**src/hw/cmsf_consts.svh**
```systemverilog
/*
 consts for the configurable fifo: register offsets, status field positions, reset values.
 assumes inclusion by bare name from the package and the top module.
*/
`ifndef CMSF_CONSTS_SVH
`define CMSF_CONSTS_SVH

// ----------------------------------------
// register offsets (word index on the input port)
// ----------------------------------------
`define CMSF_OFS_PUSH_DATA 1'h0
`define CMSF_OFS_PKT_STATUS 1'h1

// ----------------------------------------
// packet status word field positions
// ----------------------------------------
`define CMSF_ST_SOP_BIT 0
`define CMSF_ST_EOP_BIT 1
`define CMSF_ST_EMPTY_LSB 2
`define CMSF_ST_EMPTY_W 2
`define CMSF_ST_CHAN_LSB 8
`define CMSF_ST_CHAN_W 5
`define CMSF_ST_ERR_LSB 16
`define CMSF_ST_ERR_W 3

// ----------------------------------------
// widths, depths, reset values
// ----------------------------------------
`define CMSF_WORD_W 32
`define CMSF_DEPTH 16
`define CMSF_SYM_BITS 8
`define CMSF_SYMS 4
`define CMSF_DC_RESERVE 3
`define CMSF_SYNC_STAGES 2
`define CMSF_STATUS_RST 12'h000

`endif

```
**src/hw/cmsf_pkg.sv**
```systemverilog
/*
 types for the configurable fifo: packet status word and stored fifo entry.
 assumes the consts header sits beside it.
*/
`include "cmsf_consts.svh"

package cmsf_pkg;

	// ----------------------------------------
	// packet side information
	// ----------------------------------------
	typedef struct packed {
		logic [`CMSF_ST_ERR_W-1:0] err;
		logic [`CMSF_ST_CHAN_W-1:0] chan;
		logic [`CMSF_ST_EMPTY_W-1:0] empty;
		logic eop;
		logic sop;
	} cmsf_status_t;

	typedef struct packed {
		cmsf_status_t status;
		logic [`CMSF_WORD_W-1:0] data;
	} cmsf_entry_t;

endpackage : cmsf_pkg

```
**src/hw/cmsf_fifo.sv**
```systemverilog
/*
 memory-mapped write slave to streaming source fifo, single or dual clock.
 assumes a master without bursts on the input and a sink with ready latency one on the output;
 in dual clock builds mclk is the write clock and rd_clk the read clock.
*/
`timescale 1ns/10ps
`include "cmsf_consts.svh"

// What this block does
// - words leave in exactly the order they were accepted
// - no bursts: each input access moves one word, each output beat one word
// - built with one shared clock or separate write and read clocks
// - streaming source drives valid data one cycle after sink ready
// - waitrequest held on write to full buffer until room exists
// - streaming ports use ready and valid for space and data
// - symbol bits, symbols per beat, error and channel widths are parameters
// - mm write to streaming output takes 32-bit words in, SYM_BITS*SYMS bits per output beat
// - symbols reordered so byte order fits the streaming protocol
// - waitrequest whenever there is not room to finish the write
// - without packets each write to offset 0 enqueues one word
// - write to offset 1 updates held packet status, enqueues nothing
// - write to offset 0 enqueues data plus the held packet status
// - held status persists across data writes until rewritten
// - empty counts unused symbols, these sit in the low symbol slots
// - single clock build always carries both fill level ports, in_fill_level and out_fill_level
// - dual clock build may carry a status port per side
// - input logic on write clock, output logic on read clock
// - dual clock usable capacity is depth minus three
module cmsf_fifo import cmsf_pkg::*; #(
	parameter int DEPTH = `CMSF_DEPTH,
	parameter int SYM_BITS = `CMSF_SYM_BITS,
	parameter int SYMS = `CMSF_SYMS,
	parameter int CHAN_W = `CMSF_ST_CHAN_W,
	parameter int ERR_W = `CMSF_ST_ERR_W,
	parameter bit DUAL_CLOCK = 1'b0,
	parameter bit PACKET_EN = 1'b1,
	parameter bit BACKPRESSURE = 1'b1
) (
	input wire logic mclk,
	input wire logic rst_n,
	input wire logic rd_clk,
	input wire logic rd_rst_n,
	input wire logic in_write,
	input wire logic in_address,
	input wire logic [`CMSF_WORD_W-1:0] in_writedata,
	output logic in_waitrequest,
	output logic [SYM_BITS*SYMS-1:0] out_data,
	output logic out_valid,
	input wire logic out_ready,
	output logic out_startofpacket,
	output logic out_endofpacket,
	output logic [`CMSF_ST_EMPTY_W-1:0] out_empty,
	output logic [CHAN_W-1:0] out_channel,
	output logic [ERR_W-1:0] out_error,
	output logic [$clog2(DEPTH):0] in_fill_level,
	output logic [$clog2(DEPTH):0] out_fill_level
);

	// ----------------------------------------
	// local sizes
	// ----------------------------------------
	localparam int AW = $clog2(DEPTH);
	localparam int PW = AW + 1;
	localparam int CAP = DUAL_CLOCK ? DEPTH - `CMSF_DC_RESERVE : DEPTH;
	localparam int DW = SYM_BITS * SYMS;
	localparam logic [PW-1:0] CAP_P = PW'(CAP);

	logic rclk;
	logic rrst_n;
	assign rclk = DUAL_CLOCK ? rd_clk : mclk;
	assign rrst_n = DUAL_CLOCK ? rd_rst_n : rst_n;

	function automatic logic [PW-1:0] bin2gray(input logic [PW-1:0] b);
		bin2gray = b ^ (b >> 1);
	endfunction : bin2gray

	function automatic logic [PW-1:0] gray2bin(input logic [PW-1:0] g);
		logic [PW-1:0] b;
		b = g;
		for (int i = PW - 2; i >= 0; i--) begin
			b[i] = b[i+1] ^ g[i];
		end
		gray2bin = b;
	endfunction : gray2bin

	// ----------------------------------------
	// storage
	// ----------------------------------------
	cmsf_entry_t mem [DEPTH];
	cmsf_status_t status_r;
	logic [PW-1:0] wptr_r;
	logic [PW-1:0] wgray_r;
	logic [PW-1:0] rptr_r;
	logic [PW-1:0] rgray_r;
	logic [PW-1:0] rgray_s1_r;
	logic [PW-1:0] rgray_s2_r;
	logic [PW-1:0] wgray_s1_r;
	logic [PW-1:0] wgray_s2_r;
	logic [PW-1:0] rptr_w;
	logic [PW-1:0] wptr_rd;
	logic [PW-1:0] wfill;
	logic [PW-1:0] rfill;
	logic push;
	logic pop;
	logic wfull;
	logic rempty;

	// ----------------------------------------
	// pointer crossing
	// ----------------------------------------
	always_ff @(posedge mclk or negedge rst_n) begin
		if (!rst_n) begin
			rgray_s1_r <= '0;
			rgray_s2_r <= '0;
		end else begin
			rgray_s1_r <= rgray_r;
			rgray_s2_r <= rgray_s1_r;
		end
	end

	always_ff @(posedge rclk or negedge rrst_n) begin
		if (!rrst_n) begin
			wgray_s1_r <= '0;
			wgray_s2_r <= '0;
		end else begin
			wgray_s1_r <= wgray_r;
			wgray_s2_r <= wgray_s1_r;
		end
	end

	assign rptr_w = DUAL_CLOCK ? gray2bin(rgray_s2_r) : rptr_r;
	assign wptr_rd = DUAL_CLOCK ? gray2bin(wgray_s2_r) : wptr_r;
	assign wfill = wptr_r - rptr_w;
	assign rfill = wptr_rd - rptr_r;
	assign wfull = wfill >= CAP_P;
	assign rempty = rfill == '0;

	// ----------------------------------------
	// input side: write slave
	// ----------------------------------------
	// waitrequest is combinational to the full state so a stalled write stays
	// stalled exactly until room opens
	assign in_waitrequest = BACKPRESSURE && in_write
		&& (!PACKET_EN || in_address == `CMSF_OFS_PUSH_DATA) && wfull;
	assign push = in_write && !in_waitrequest && !wfull
		&& (!PACKET_EN || in_address == `CMSF_OFS_PUSH_DATA);

	always_ff @(posedge mclk or negedge rst_n) begin
		if (!rst_n) begin
			status_r <= `CMSF_STATUS_RST;
		end else if (PACKET_EN && in_write && in_address == `CMSF_OFS_PKT_STATUS) begin
			status_r.sop <= in_writedata[`CMSF_ST_SOP_BIT];
			status_r.eop <= in_writedata[`CMSF_ST_EOP_BIT];
			status_r.empty <= in_writedata[`CMSF_ST_EMPTY_LSB +: `CMSF_ST_EMPTY_W];
			status_r.chan <= in_writedata[`CMSF_ST_CHAN_LSB +: `CMSF_ST_CHAN_W];
			status_r.err <= in_writedata[`CMSF_ST_ERR_LSB +: `CMSF_ST_ERR_W];
		end
	end

	always_ff @(posedge mclk) begin
		if (push) begin
			mem[wptr_r[AW-1:0]].data <= in_writedata;
			mem[wptr_r[AW-1:0]].status <= PACKET_EN ? status_r : '0;
		end
	end

	always_ff @(posedge mclk or negedge rst_n) begin
		if (!rst_n) begin
			wptr_r <= '0;
			wgray_r <= '0;
			in_fill_level <= '0;
		end else begin
			if (push) begin
				wptr_r <= wptr_r + 1'b1;
				wgray_r <= bin2gray(wptr_r + 1'b1);
			end
			in_fill_level <= wfill;
		end
	end

	// ----------------------------------------
	// output side: streaming source
	// ----------------------------------------
	// ready latency one: a beat goes out the cycle after ready was seen
	cmsf_entry_t head;
	logic [DW-1:0] swapped;
	assign head = mem[rptr_r[AW-1:0]];
	assign pop = out_ready && !rempty;

	// first symbol on the wire is the bottom symbol of the word
	genvar gi;
	generate
		for (gi = 0; gi < SYMS; gi++) begin : g_swap
			assign swapped[gi*SYM_BITS +: SYM_BITS] =
				head.data[(SYMS-1-gi)*SYM_BITS +: SYM_BITS];
		end
	endgenerate

	always_ff @(posedge rclk or negedge rrst_n) begin
		if (!rrst_n) begin
			out_valid <= 1'b0;
			out_data <= '0;
			out_startofpacket <= 1'b0;
			out_endofpacket <= 1'b0;
			out_empty <= '0;
			out_channel <= '0;
			out_error <= '0;
			rptr_r <= '0;
			rgray_r <= '0;
			out_fill_level <= '0;
		end else begin
			out_valid <= pop;
			out_fill_level <= rfill;
			if (pop) begin
				out_data <= swapped;
				out_startofpacket <= head.status.sop;
				out_endofpacket <= head.status.eop;
				out_empty <= head.status.empty;
				out_channel <= CHAN_W'(head.status.chan);
				out_error <= ERR_W'(head.status.err);
				rptr_r <= rptr_r + 1'b1;
				rgray_r <= bin2gray(rptr_r + 1'b1);
			end
		end
	end

endmodule : cmsf_fifo

```
**config.mk**
```make
export PLATFORM = sky130hd
export DESIGN_NAME = cmsf_fifo
export DESIGN_NICKNAME = d
export VERILOG_FILES = /design/src/hw/cmsf_pkg.sv /design/src/hw/cmsf_fifo.sv
export VERILOG_INCLUDE_DIRS = /design/src /design/src/hw
export SDC_FILE = /design/constraint.sdc
export NUM_CORES = 1
export LEC_CHECK = 0
export BUFFER_PORTS_ARGS = -buffer_cell sky130_fd_sc_hd__buf_2
export CORE_AREA = 2 2 274 276
export DETAILED_ROUTE_END_ITERATION = 10
export DIE_AREA = 0 0 276 278
export GPL_ROUTABILITY_DRIVEN = 1
export HOLD_SLACK_MARGIN = 0.03
export PLACE_DENSITY = 0.67
export SLEW_MARGIN = 10
export SYNTH_ARGS = -nofsm -noshare
export SYNTH_HDL_FRONTEND = slang
export SYNTH_SLANG_ARGS = --single-unit
```
**constraint.sdc**
```tcl
create_clock -name mclk -period 14.3 [get_ports mclk]
set_clock_uncertainty 0.1 [all_clocks]
set_input_delay 1.43 -clock mclk [delete_from_list [all_inputs] [get_ports mclk]]
set_output_delay 1.43 -clock mclk [all_outputs]
set_load 0.1 [all_outputs]
```
==> qor.txt <==
wire per inst = 25.2 um
CTS H-tree lvls = 3
area grow syn2layout = 13.5%
nets@finish = 1,453
total negative slack = 0 ns
First-pass DRT Iterations = 8
clk_lat worst skew = 0.62 ns
IO Count = 95
RSZ-0062 raised after global routing = no
syn_nets = 1,338
number of max-cap violations = 0
# clock sinks = 776
mean area per synthesized cell = 22.7 um^2
Clock Power Share = 0.282
Hold Crit Class = flop to flop
worst-path cell chain = inv_1, ha_1, nand3_1, nand3_1, and2_1, nor2b_1, buf_2
outcome = finished, violations left
Slowest cell on crit path = dfrtp_4
non-filler cells in the finished layout = 2,436
Sw Share = 0.344
worst hold path depth = 1
most frequent cells in the layout = edfxtp_1 (704), mux4_2 (176), buf_2 (91)
CP most frequent cell = nand3_1
drt via density = 5.49
synth unique cells = 36
cts repair resizes = 0
critical path launch point type = flop
Total Wirelength = 61.3 mm
RD Place Congestion = 0.676
share of layout cells above drive strength 1 = 0.325
Final Worst Setup Slack = 9.67 ns
GRT Resource Usage Total = 0.161
HP Start = wptr_r[4]
Reg-to-Reg End = out_data[8]
CTS max path bufs = 3
Worst Reg2Reg Path Length in Cells = 7
CTS Root Cell = clkbuf_16
Tcrit/Tclk final = 0.324
Slew Limit Fails = 0
dpl ws = 9.67 ns
buffers and inverters on the worst path = 2
CP max stage delay = 0.86 ns
P_int = 4.59 mW
Required @ worst endpoint = 12.77 ns
crit end category = output port
gr ovfl total = 0
CP Data Arrival Time = 3.10 ns
vias in the first global route = 14,100
core box area = 0.0738 mm^2
R2R Path Start = rptr_r[0]
leakage dissipation = 10.6 nW
reg2reg setup slack = 9.90 ns
first-pass GRT wire length = 91.3 mm
fmax = 216 MHz
Rel. slew slack = 0.259
drt first-iter violations = 1,067
Peak VDD IR = 0.000219 V
Post-DP HPWL = 29.1 mm
cell count after synthesis = 1,289
CP top delay family = flip-flops
setup bufs post-CTS = 0
sequential power share = 0.403
#FFs+latches synth = 776
Port Buffer Count = 92
post-placement cell count = 2,295
fin crit period = 4.63 ns
part of the Yosys area used for sequential elements = 0.785
DIE WIDTH = 276 um
Setup-failing EPs final = 0
Routed Antenna Nets = 0
CTS buffer count = 76
YS warnings = 0
Hold EP = wptr_r[4]
Residual DRC = 5
initial core utilization = 0.396
total power draw = 6.99 mW
Worst Setup Path Type = flop to output port
die area = 0.0767 mm^2
maximum fanout along the worst path = 43
Hold Vio Cnt, Final = 0
largest net degree at the start of global routing = 70
Cell Rows = 100
hold_buf cts = 0
antenna violations before repair = 2
worst-margin pin slew = 1.11 ns
Ant. Diodes = 0
CTS tree = yes
via count = 13,400
violated checks = design-rule violations
Die Y-Extent = 278 um
pwr/cell area = 211 mW/mm^2
sw power = 2.40 mW
most common cell after layout, fill and taps aside = edfxtp_1
part of the power in combinational logic = 0.315
Mapped Area = 0.0292 mm^2
clock slew at reported path FFs = 0.06 ns
Levels on crit path = 7
[per-stage QoR]
stage	cell area (um^2)	hold slack (ns)	util
2_1_floorplan	29200	0.361	-
3_5_place_dp	30700	0.388	0.416
5_1_grt	33200	0.418	0.449
3_3_place_gp	30700	0.377	0.416
6_report	33200	0.397	0.449
4_1_cts	33200	0.400	0.449
[cells by family (layout without fill, tap and decap cells)]
group                      Yosys count  in the layout  synth area share
xor gates and xnor gates            10             10           0.00300
buffers and inverters               77            255            0.0156
AOI/OAI and AO/OA                   99             99            0.0211
muxes                              233            233             0.158
adders and majority gates           10             10           0.00454
and+or+nand+nor                     84             84            0.0134
DFF                                776            776             0.785
[registers in the layout, indices dropped and copies added, names as in the netlist]
| register | cells |
|---|---|
| out_valid | 1 |
| out_fill_level | 5 |
| out_endofpacket | 1 |
| out_channel | 5 |
| rptr_r | 5 |
| out_empty | 2 |
| out_startofpacket | 1 |
| mem | 704 |
| out_data | 32 |
| status_r | 12 |
| wptr_r | 5 |
| out_error | 3 |
[worst max-delay path by stage]
stage | from | end | slack, ns
5_1_grt | rptr_r[0] | out_channel[4] | 9.42
4_1_cts | rptr_r[2] | in_waitrequest | 9.63
3_3_place_gp | rptr_r[0] | out_channel[4] | 9.67
2_1_floorplan | in_address | mem[3][0] | 8.64
6_report | rptr_r[2] | in_waitrequest | 9.67
3_5_place_dp | rptr_r[0] | out_channel[4] | 9.67
[power by group through the flow]
stage	registers (mW)	clock network (mW)	logic, mW
after floorplan	3.30	0	1.29
after global placement	2.85	0	2.21
after detailed placement	2.86	0	2.23
after CTS	2.81	2.01	2.24
after global routing	2.83	2.09	2.34
final	2.81	1.97	2.20
[area by class of cell]
type                            instances  area [um^2]
Timing Repair Buffer                  106          568
Tap cell                              969         1210
Fill cell                            6152        40600
Inverter                                8         30.0
Clock buffer                          109         2190
Clock inverter                         32          287
Multi-Input combinational cell        436         5930
Sequential cell                       776        23000
[per-layer routing]
layer  vias up  track usage  routed length (um)
met4         4       0.0458                1200
met5         -            0                  25
li1       5641            -                   -
met2       467        0.250               29100
met1      7180        0.234               27000
met3        81       0.0301                3970
[Yosys cell counts]
cell | instances | share of area
a21boi_1 | 1 | 0.00026
mux2_1 | 1 | 0.00039
dfrtp_1 | 72 | 0.062
nand3b_1 | 1 | 0.00026
edfxtp_1 | 704 | 0.72
a21o_1 | 1 | 0.00026
xnor2_1 | 7 | 0.0021
o22ai_1 | 88 | 0.019
or3_1 | 1 | 0.00021
and2_1 | 2 | 0.00043
ha_1 | 9 | 0.0039
nand4_1 | 1 | 0.00021
and3b_1 | 1 | 0.00030
inv_1 | 8 | 0.0010
nor2b_1 | 3 | 0.00064
buf_1 | 6 | 0.00077
o21ai_1 | 1 | 0.00017
nand3_1 | 2 | 0.00034
buf_2 | 8 | 0.0014
and3_1 | 15 | 0.0032
o21ai_0 | 3 | 0.00051
o21bai_1 | 1 | 0.00026
and4_1 | 1 | 0.00030
mux4_2 | 176 | 0.14
a21oi_1 | 3 | 0.00051
o2bb2ai_1 | 1 | 0.00030
xor2_1 | 3 | 0.00090
buf_6 | 18 | 0.0069
nor3_1 | 1 | 0.00017
buf_4 | 6 | 0.0015
nand2b_1 | 1 | 0.00021
clkbuf_1 | 31 | 0.0040
fa_1 | 1 | 0.00068
mux2_2 | 56 | 0.022
nand2_1 | 8 | 0.0010
nor2_1 | 47 | 0.0060
Power figures use the tool's default switching activity.
